File: config.mk
export PLATFORM = sky130hd
export DESIGN_NAME = pm_ctrl_status_msi_header
export DESIGN_NICKNAME = d
export VERILOG_FILES = /design/src/logic/pin_sync.v /design/src/logic/pm_ctrl_status_msi_header.v
export VERILOG_INCLUDE_DIRS = /design/src /design/src/logic
export SDC_FILE = /design/constraint.sdc
export NUM_CORES = 1
export LEC_CHECK = 0
export BUFFER_PORTS_ARGS = -buffer_cell sky130_fd_sc_hd__buf_2
export CAP_MARGIN = 20
export CORE_ASPECT_RATIO = 1.25
export CORE_MARGIN = 4
export CORE_UTILIZATION = 35
export CTS_CLUSTER_DIAMETER = 80
export DETAILED_ROUTE_END_ITERATION = 12
export PLACE_DENSITY_LB_ADDON = 0.08
export SETUP_SLACK_MARGIN = 0.2
export SLEW_MARGIN = 20
export SYNTH_ARGS = -nofsm -noshare
export SYNTH_HDL_FRONTEND = slang
export SYNTH_SLANG_ARGS = --single-unit
File: constraint.sdc
create_clock -name clk -period 3 [get_ports clk]
set_input_delay 0.6 -clock clk [delete_from_list [all_inputs] [get_ports clk]]
set_output_delay 0.6 -clock clk [all_outputs]
set_load 0.02 [all_outputs]
File: src/logic/pm_msi_defs.vh
`ifndef PM_MSI_DEFS_VH
`define PM_MSI_DEFS_VH

// Register byte addresses
`define PMCS_OFF          8'hC4
`define MSI_HDR_OFF       8'hD0
`define EVT_STAT_OFF      8'hE0
`define EVT_MASK_OFF      8'hE4
`define LOCK_CTRL_OFF     8'hE8

// Power control/status fields
`define PS_LO             0
`define PS_HI             1
`define CTX_KEEP_BIT      3
`define WAKE_EN_BIT       8
`define WAKE_FLAG_BIT     15

// Power state codes
`define PS_D0             2'h0
`define PS_D1             2'h1
`define PS_D2             2'h2
`define PS_D3HOT          2'h3

// Interrupt capability header fields
`define CAP_CODE_LO       0
`define CAP_CODE_HI       7
`define NEXT_LINK_LO      8
`define NEXT_LINK_HI      15
`define MSG_EN_BIT        16
`define CAP_CODE_VAL      8'h05

// Reset values
`define PS_RST            2'h0
`define CTX_KEEP_RST      1'h1
`define WAKE_EN_RST       1'h0
`define NEXT_LINK_RST     8'h00
`define MSG_EN_RST        1'h0
`define LOCK_RST          1'h1

// Event status bits
`define EV_WAKE           0
`define EV_PS_CHANGE      1
`define EV_BAD_PS         2
`define EV_WIDTH          3

`endif

File: src/logic/pin_sync.v
`timescale 1ns/1ns
`default_nettype none

module pin_sync (
  input  wire clk,
  input  wire rst_b,
  input  wire d,
  output wire q
);

  reg meta_reg;
  reg sync_reg;

  // First stage feeds only the second
  always @(posedge clk or negedge rst_b) begin
    if (!rst_b) begin
      meta_reg <= 1'b0;
      sync_reg <= 1'b0;
    end else begin
      meta_reg <= d;
      sync_reg <= meta_reg;
    end
  end

  assign q = sync_reg;

endmodule

`default_nettype wire

File: src/logic/pm_ctrl_status_msi_header.v
`timescale 1ns/1ns
`default_nettype none
`include "pm_msi_defs.vh"

module pm_ctrl_status_msi_header (
  input  wire        clk,
  input  wire        rst_b,
  input  wire        hot_rst_b,
  input  wire        is_upstream,
  input  wire [7:0]  addr,
  input  wire [31:0] wdata,
  input  wire        wr_en,
  input  wire        rd_en,
  output reg  [31:0] rdata,
  input  wire        port_wake_event,
  input  wire        fwd_wake_msg,
  output reg         wake_msg_req,
  output wire [1:0]  power_state,
  output wire        msg_int_enable,
  output wire        irq
);

  ////////////////////////////////////////////////////////////////////////////
  // Synchronised pins (wake, forward, hot reset) and reset-caught strap

  wire wake_pin_s;
  wire fwd_pin_s;
  wire hot_rst_s;
  reg  upstream_reg;

  pin_sync u_sync_wake (.clk(clk), .rst_b(rst_b), .d(port_wake_event), .q(wake_pin_s));
  pin_sync u_sync_fwd  (.clk(clk), .rst_b(rst_b), .d(fwd_wake_msg),    .q(fwd_pin_s));
  pin_sync u_sync_hrst (.clk(clk), .rst_b(rst_b), .d(~hot_rst_b),      .q(hot_rst_s));

  reg strap_done_reg;

  always @(posedge clk or negedge rst_b) begin
    if (!rst_b) begin
      strap_done_reg <= 1'b0;
      upstream_reg   <= 1'b0;
    end else if (!strap_done_reg) begin
      strap_done_reg <= 1'b1;
      upstream_reg   <= is_upstream;
    end
  end

  // Edge detect on the synchronised event, so a long pin level counts once
  reg wake_pin_d_reg;

  always @(posedge clk or negedge rst_b) begin
    if (!rst_b) begin
      wake_pin_d_reg <= 1'b0;
    end else begin
      wake_pin_d_reg <= wake_pin_s;
    end
  end

  // Upstream port never originates a wake event
  wire own_wake = wake_pin_s & ~wake_pin_d_reg & ~upstream_reg;

  ////////////////////////////////////////////////////////////////////////////
  // Register decode

  wire wr_pmcs  = wr_en & (addr == `PMCS_OFF);
  wire wr_msi   = wr_en & (addr == `MSI_HDR_OFF);
  wire wr_stat  = wr_en & (addr == `EVT_STAT_OFF);
  wire wr_mask  = wr_en & (addr == `EVT_MASK_OFF);
  wire wr_lock  = wr_en & (addr == `LOCK_CTRL_OFF);

  ////////////////////////////////////////////////////////////////////////////
  // Non-sticky power control/status, header and lock fields, cleared by hot reset too

  reg  [1:0] ps_reg;
  reg        ctx_keep_reg;
  reg  [7:0] next_link_reg;
  reg        msg_en_reg;
  reg        lock_reg;

  wire [1:0] ps_wr = wdata[`PS_HI:`PS_LO];
  wire       ps_ok = (ps_wr == `PS_D0) | (ps_wr == `PS_D3HOT);

  always @(posedge clk or negedge rst_b) begin
    if (!rst_b) begin
      ps_reg        <= `PS_RST;
      ctx_keep_reg  <= `CTX_KEEP_RST;
      next_link_reg <= `NEXT_LINK_RST;
      msg_en_reg    <= `MSG_EN_RST;
      lock_reg      <= `LOCK_RST;
    end else if (hot_rst_s) begin
      ps_reg        <= `PS_RST;
      ctx_keep_reg  <= `CTX_KEEP_RST;
      next_link_reg <= `NEXT_LINK_RST;
      msg_en_reg    <= `MSG_EN_RST;
      lock_reg      <= `LOCK_RST;
    end else begin
      if (wr_pmcs && ps_ok) begin
        ps_reg <= ps_wr;
      end
      if (wr_pmcs && !lock_reg) begin
        ctx_keep_reg <= wdata[`CTX_KEEP_BIT];
      end
      if (wr_msi && !lock_reg) begin
        next_link_reg <= wdata[`NEXT_LINK_HI:`NEXT_LINK_LO];
      end
      if (wr_msi) begin
        msg_en_reg <= wdata[`MSG_EN_BIT];
      end
      if (wr_lock) begin
        lock_reg <= wdata[0];
      end
    end
  end

  ////////////////////////////////////////////////////////////////////////////
  // Sticky fields: only the power-on reset touches them

  reg wake_en_reg;
  reg wake_flag_reg;

  always @(posedge clk or negedge rst_b) begin
    if (!rst_b) begin
      wake_en_reg   <= `WAKE_EN_RST;
      wake_flag_reg <= 1'b0;
    end else begin
      if (wr_pmcs) begin
        wake_en_reg <= wdata[`WAKE_EN_BIT];
      end
      // Set wins over a write-one clear; forwarded messages never set it
      if (own_wake) begin
        wake_flag_reg <= 1'b1;
      end else if (wr_pmcs && wdata[`WAKE_FLAG_BIT]) begin
        wake_flag_reg <= 1'b0;
      end
    end
  end

  // Message goes out for own events only while enabled; forwards pass through
  always @(posedge clk or negedge rst_b) begin
    if (!rst_b) begin
      wake_msg_req <= 1'b0;
    end else begin
      wake_msg_req <= (own_wake & wake_en_reg) | fwd_pin_s;
    end
  end

  ////////////////////////////////////////////////////////////////////////////
  // Interrupt status and mask

  reg  [`EV_WIDTH-1:0] ev_stat_reg;
  reg  [`EV_WIDTH-1:0] ev_mask_reg;
  wire [`EV_WIDTH-1:0] ev_set;

  assign ev_set[`EV_WAKE]      = own_wake;
  assign ev_set[`EV_PS_CHANGE] = wr_pmcs & ps_ok & (ps_wr != ps_reg);
  assign ev_set[`EV_BAD_PS]    = wr_pmcs & ~ps_ok;

  genvar i;
  generate
    for (i = 0; i < `EV_WIDTH; i = i + 1) begin : g_ev
      always @(posedge clk or negedge rst_b) begin
        if (!rst_b) begin
          ev_stat_reg[i] <= 1'b0;
        end else if (ev_set[i]) begin
          ev_stat_reg[i] <= 1'b1;
        end else if (wr_stat && wdata[i]) begin
          ev_stat_reg[i] <= 1'b0;
        end
      end
    end
  endgenerate

  always @(posedge clk or negedge rst_b) begin
    if (!rst_b) begin
      ev_mask_reg <= {`EV_WIDTH{1'b0}};
    end else if (wr_mask) begin
      ev_mask_reg <= wdata[`EV_WIDTH-1:0];
    end
  end

  assign irq = |(ev_stat_reg & ev_mask_reg);

  ////////////////////////////////////////////////////////////////////////////
  // Read path; unused and reserved bits read zero

  reg [31:0] rd_mux;

  always @* begin
    rd_mux = 32'h00000000;
    case (addr)
      `PMCS_OFF: begin
        rd_mux[`PS_HI:`PS_LO]  = ps_reg;
        rd_mux[`CTX_KEEP_BIT]  = ctx_keep_reg;
        rd_mux[`WAKE_EN_BIT]   = wake_en_reg;
        rd_mux[`WAKE_FLAG_BIT] = wake_flag_reg;
        // Data fields and bus power bits stay zero
      end
      `MSI_HDR_OFF: begin
        rd_mux[`CAP_CODE_HI:`CAP_CODE_LO]   = `CAP_CODE_VAL;
        rd_mux[`NEXT_LINK_HI:`NEXT_LINK_LO] = next_link_reg;
        rd_mux[`MSG_EN_BIT]                 = msg_en_reg;
      end
      `EVT_STAT_OFF: begin
        rd_mux[`EV_WIDTH-1:0] = ev_stat_reg;
      end
      `EVT_MASK_OFF: begin
        rd_mux[`EV_WIDTH-1:0] = ev_mask_reg;
      end
      `LOCK_CTRL_OFF: begin
        rd_mux[0] = lock_reg;
      end
      default: begin
        rd_mux = 32'h00000000;
      end
    endcase
  end

  always @(posedge clk or negedge rst_b) begin
    if (!rst_b) begin
      rdata <= 32'h00000000;
    end else if (rd_en) begin
      rdata <= rd_mux;
    end else begin
      rdata <= 32'h00000000;
    end
  end

  assign power_state    = ps_reg;
  assign msg_int_enable = msg_en_reg;

endmodule

`default_nettype wire

# == Yosys cells after proc, flatten, opt, wreduce, memory -nomap -nowiden ==
# Cells that the tools add are included.
# totals
register_bits,63
input_bits,48
out_inout_bits,37
word_cells,93
# op_classes
eq_ne,7
n_mux,27
bitwise_logic,18
reduce_logical,19
# op_table
operator,n
$eq A8 B8 Y1 const B,5
$reduce_bool A2 Y1,9
$mux W17,1
$mux W1,16
$mux W8,2
$and A1 B1 Y1,11
$logic_and A1 B1 Y1,7
$mux W6,1
$pmux W1 S3,2
$pmux W1 S5,1
$mux W2,2
$not A1 Y1,4
$pmux W1 S2,2
$and A3 B3 Y3,1
$reduce_or A3 Y1,1
$eq A2 B2 Y1 const B,1
$logic_not A2 Y1,1
$ne A2 B2 Y1,1
$or A1 B1 Y1,2
$logic_not A1 Y1,1

# == Depth between registers and ports, before layout ==
# logic_depth
ltp_word,5
ltp_mapped,5
depth_no_buf,4

# == Hierarchy ==
# A second synthesis with hierarchy kept.
# unflattened
cells_unflattened,174
hier_area_um2,1978.1
# by_module_without_submodules
mod,n_inst,cells_per_inst,area_per_inst_um2
pm_ctrl_status_msi_header,1,168,1828.0
pin_sync,3,2,50.0

# == Worst setup path before layout ==
# Ideal clock, no wire load.
# synth_timing
path_type,input port to flip-flop
start,input port addr[3]
end,register next_link_reg[0]
t_arrival_ns,1.994
required_time_ns,2.868
slack_ns,0.874
path_stages,4
path_cell_list,or4_4 nor4_4 mux2i_1 nor2_1
# synth_via
elab_chain_cells,4
# synth_rtl
element,line_no,text
from (decl),pm_ctrl_status_msi_header.v:10,"input wire [7:0] addr,"
$eq A8 B8 Y1,n/a,
$and A1 B1 Y1,pm_ctrl_status_msi_header.v:65,wire wr_msi = wr_en & (addr == `MSI_HDR_OFF);
$logic_and A1 B1 Y1,pm_ctrl_status_msi_header.v:102,if (wr_msi && !lock_reg) begin
$reduce_bool A2 Y1 (no source line),n/a,
to (signal assigned),pm_ctrl_status_msi_header.v:86,next_link_reg <= `NEXT_LINK_RST;
to (signal assigned),pm_ctrl_status_msi_header.v:92,next_link_reg <= `NEXT_LINK_RST;
to (signal assigned),pm_ctrl_status_msi_header.v:103,next_link_reg <= wdata[`NEXT_LINK_HI:`NEXT_LINK_LO];
to (decl),pm_ctrl_status_msi_header.v:75,reg [7:0] next_link_reg;
# No other way between the ends.
# A chain may end at the register's enable or synchronous reset.

# == Final worst setup path ==
# layout_timing
start,input port addr[3]
end,register wake_en_reg
# layout_via
elab_chain_cells,2
# layout_rtl
element,line_no,text
$eq A8 B8 Y1,n/a,
$and A1 B1 Y1,pm_ctrl_status_msi_header.v:64,wire wr_pmcs = wr_en & (addr == `PMCS_OFF);
to (signal assigned),pm_ctrl_status_msi_header.v:122,wake_en_reg <= `WAKE_EN_RST;
to (signal assigned),pm_ctrl_status_msi_header.v:126,wake_en_reg <= wdata[`WAKE_EN_BIT];
to (decl),pm_ctrl_status_msi_header.v:117,reg wake_en_reg;
# No other way between the ends.

==> results.ini <==
[clock_network]
clk_latency_ps=290
clk_pin_slew_ps=80
cts_root_buffer=clkbuf_8
ctsResizeCount=0
clockBufferDepth=2
cts.sinks=44
htree_levels=2
cts-buffers-inserted=5
cts_setup_buffers=0
hold_buffers=0
tritoncts=done

[final_layout]
n_antenna_cell=0
final_cell_mix=45 x buf_2, 42 x dfrtp_1, 20 x conb_1
largest_reg_flops=13
final_util=0.429
final_common_cell=buf_2
drive_gt1_frac=0.312
layout.nets=268
areaGrowthSynthToFinish_pct=17.8

[grt]
grt_first_pass_wirelength_um=6820
grt_use_total=0.127
grt_pass1_vias=1422
grt_overflow_total=0
antenna_found_initial=0
grt_max_degree=45

[synth]
yosysSeqAreaShare=0.557
syn_avg_cell_area_um2=11.7
netlist_top_cells_area=dfrtp_1 53%, buf_4 7.2%, mux2i_1 5.6%
yosysUniqueCellTypes=39
syn-cell-area_mm2=0.00198
syn-instance-count=170
yosys.area.top_type=dfrtp_1
synth_top_area_frac=0.531
ys_warn_count=0
synth_seq_cells=44

[hold_path]
hold_class=in -> async

[drt]
avgRoutedWirePerCell_um=14.9
wl_um=4240
vias=1389
drtPass1Iterations=4
viasPerCell=4.87
drt_iter0_markers=61
drcViolationCount=0
wl_met1_um=1720
highest_layer=met4
wl_met3_um=257
route.met2.wl_um=2200
ant_nets=0

[sta]
setup_viol=0
rsz0062_at_grt=false
max_freq_mhz=505
relSlewSlack=0.476
post-route-min-period_ps=1980
finalSetupTns_ps=0
fin_crit_sh=0.660
fin_skew_ps=5.63
hold_violations=0
slew_viol_final=0
worstMarginPinSlew_ps=778

[floorplanning]
die_y_um=92.1
io_pins=85
initial_core_util=0.364
die_area_mm2=0.00693
row_count=30
die_x_um=75.3
coreArea_mm2=0.00544

[placement]
port_buffers=46
gp_congestion=0.797
hpwl_um=3130

[pwr]
power_leakage_nw=1.16
peakVddDrop_uv=312
power_density_mw_per_mm2=499

[setup_path]
endpoint_kind=register
worstRegToRegCells=5
cp.arrival_ps=2160
critPathRequiredTime_ps=3180
worstSetupPathType=in -> reg
r2r_start=lock_reg
worst-path-max-fanout=9
regToRegSetupSlack_ps=1690
r2r-end=next_link_reg[6]
start_kind=input port

[job]
drv_cap=0

[status]
status=completed

## how the worst max path moves through the flow
| stage | slack (ps) | cells after the start | start | end |
|---|---|---|---|---|
| floorplan | 870 | 4 | addr[3] | next_link_reg[0] |
| global placement | 720 | 6 | addr[3] | wake_en_reg |
| detailed placement | 700 | 6 | addr[3] | wake_en_reg |
| CTS | 1020 | 6 | addr[3] | wake_en_reg |
| global route | 940 | 6 | addr[3] | wake_en_reg |
| finish | 1020 | 6 | addr[3] | wake_en_reg |
## cell families (layout without fill, tap and decap cells)
kind of cell / Yosys count / after routing / synth area share
and+or+nand+nor: 53 / 53 / 0.166
DFF: 44 / 44 / 0.557
AOI/OAI and AO/OA: 23 / 23 / 0.0859
buffers and inverters: 30 / 63 / 0.0929
xor gates and xnor gates: 1 / 1 / 0.00442
muxes: 17 / 17 / 0.0897
other: 2 / 20 / 0.00379
## cell usage after synthesis, drive strengths merged
cell / count
dfrtp: 42
buf: 20
nor2: 12
mux2i: 11
and3: 9
nand2: 7
inv: 6
mux2: 6
a22oi: 4
clkbuf: 4
nand4: 4
o21ai: 4
o311ai: 4
nor2b: 3
nor3: 3
nor4: 3
a21o: 2
a31oi: 2
and2: 2
conb: 2
dfstp: 2
nand2b: 2
nor3b: 2
a211oi: 1
a21oi: 1
a222oi: 1
a311o: 1
nand3: 1
nand3b: 1
nor4b: 1
o21bai: 1
o22a: 1
o41ai: 1
or2b: 1
or4: 1
or4b: 1
xnor2: 1
## critical path: stages
cell     delay (ps)
buf_2           130
or4b_4          570
nor4_4          210
buf_4           200
nand2_1         130
mux2_2          290
## power by group
group          total (W)  leakage (nW)  internal [W]  switching [W]
clock           0.000449        0.0541      0.000246       0.000203
combinational  0.0000985         0.534     0.0000298      0.0000687
sequential      0.000616         0.573      0.000606      0.0000104
total            0.00116          1.16      0.000882       0.000282
## layer usage
layer  up-vias  global-route usage
li1        669                   -
met1       675               0.155
met2        38               0.211
met3         7              0.0373
met4         0              0.0379
met5         -                   0
## per-stage QoR
step	cells	area (µm²)	hold slack, ps	setup slack (ps)	total power (W)
2_1_floorplan	188	2050	304	874	0.000696
3_3_place_gp	277	2220	332	717	0.000724
3_5_place_dp	277	2220	342	704	0.000726
4_1_cts	285	2330	362	1020	0.00117
5_1_grt	285	2330	339	943	0.00122
6_report	285	2330	292	1020	0.00116
## layout make-up
class	instances	area (µm²)
repair buffers	49	255
clock buffers	5	68.8
well taps	64	80.1
clock inverters	3	42.5
inverters	6	22.5
flip-flops and latches	44	1100
multi-input cells	114	761
fillers	552	3110
(Power assumes the default switching activity.)
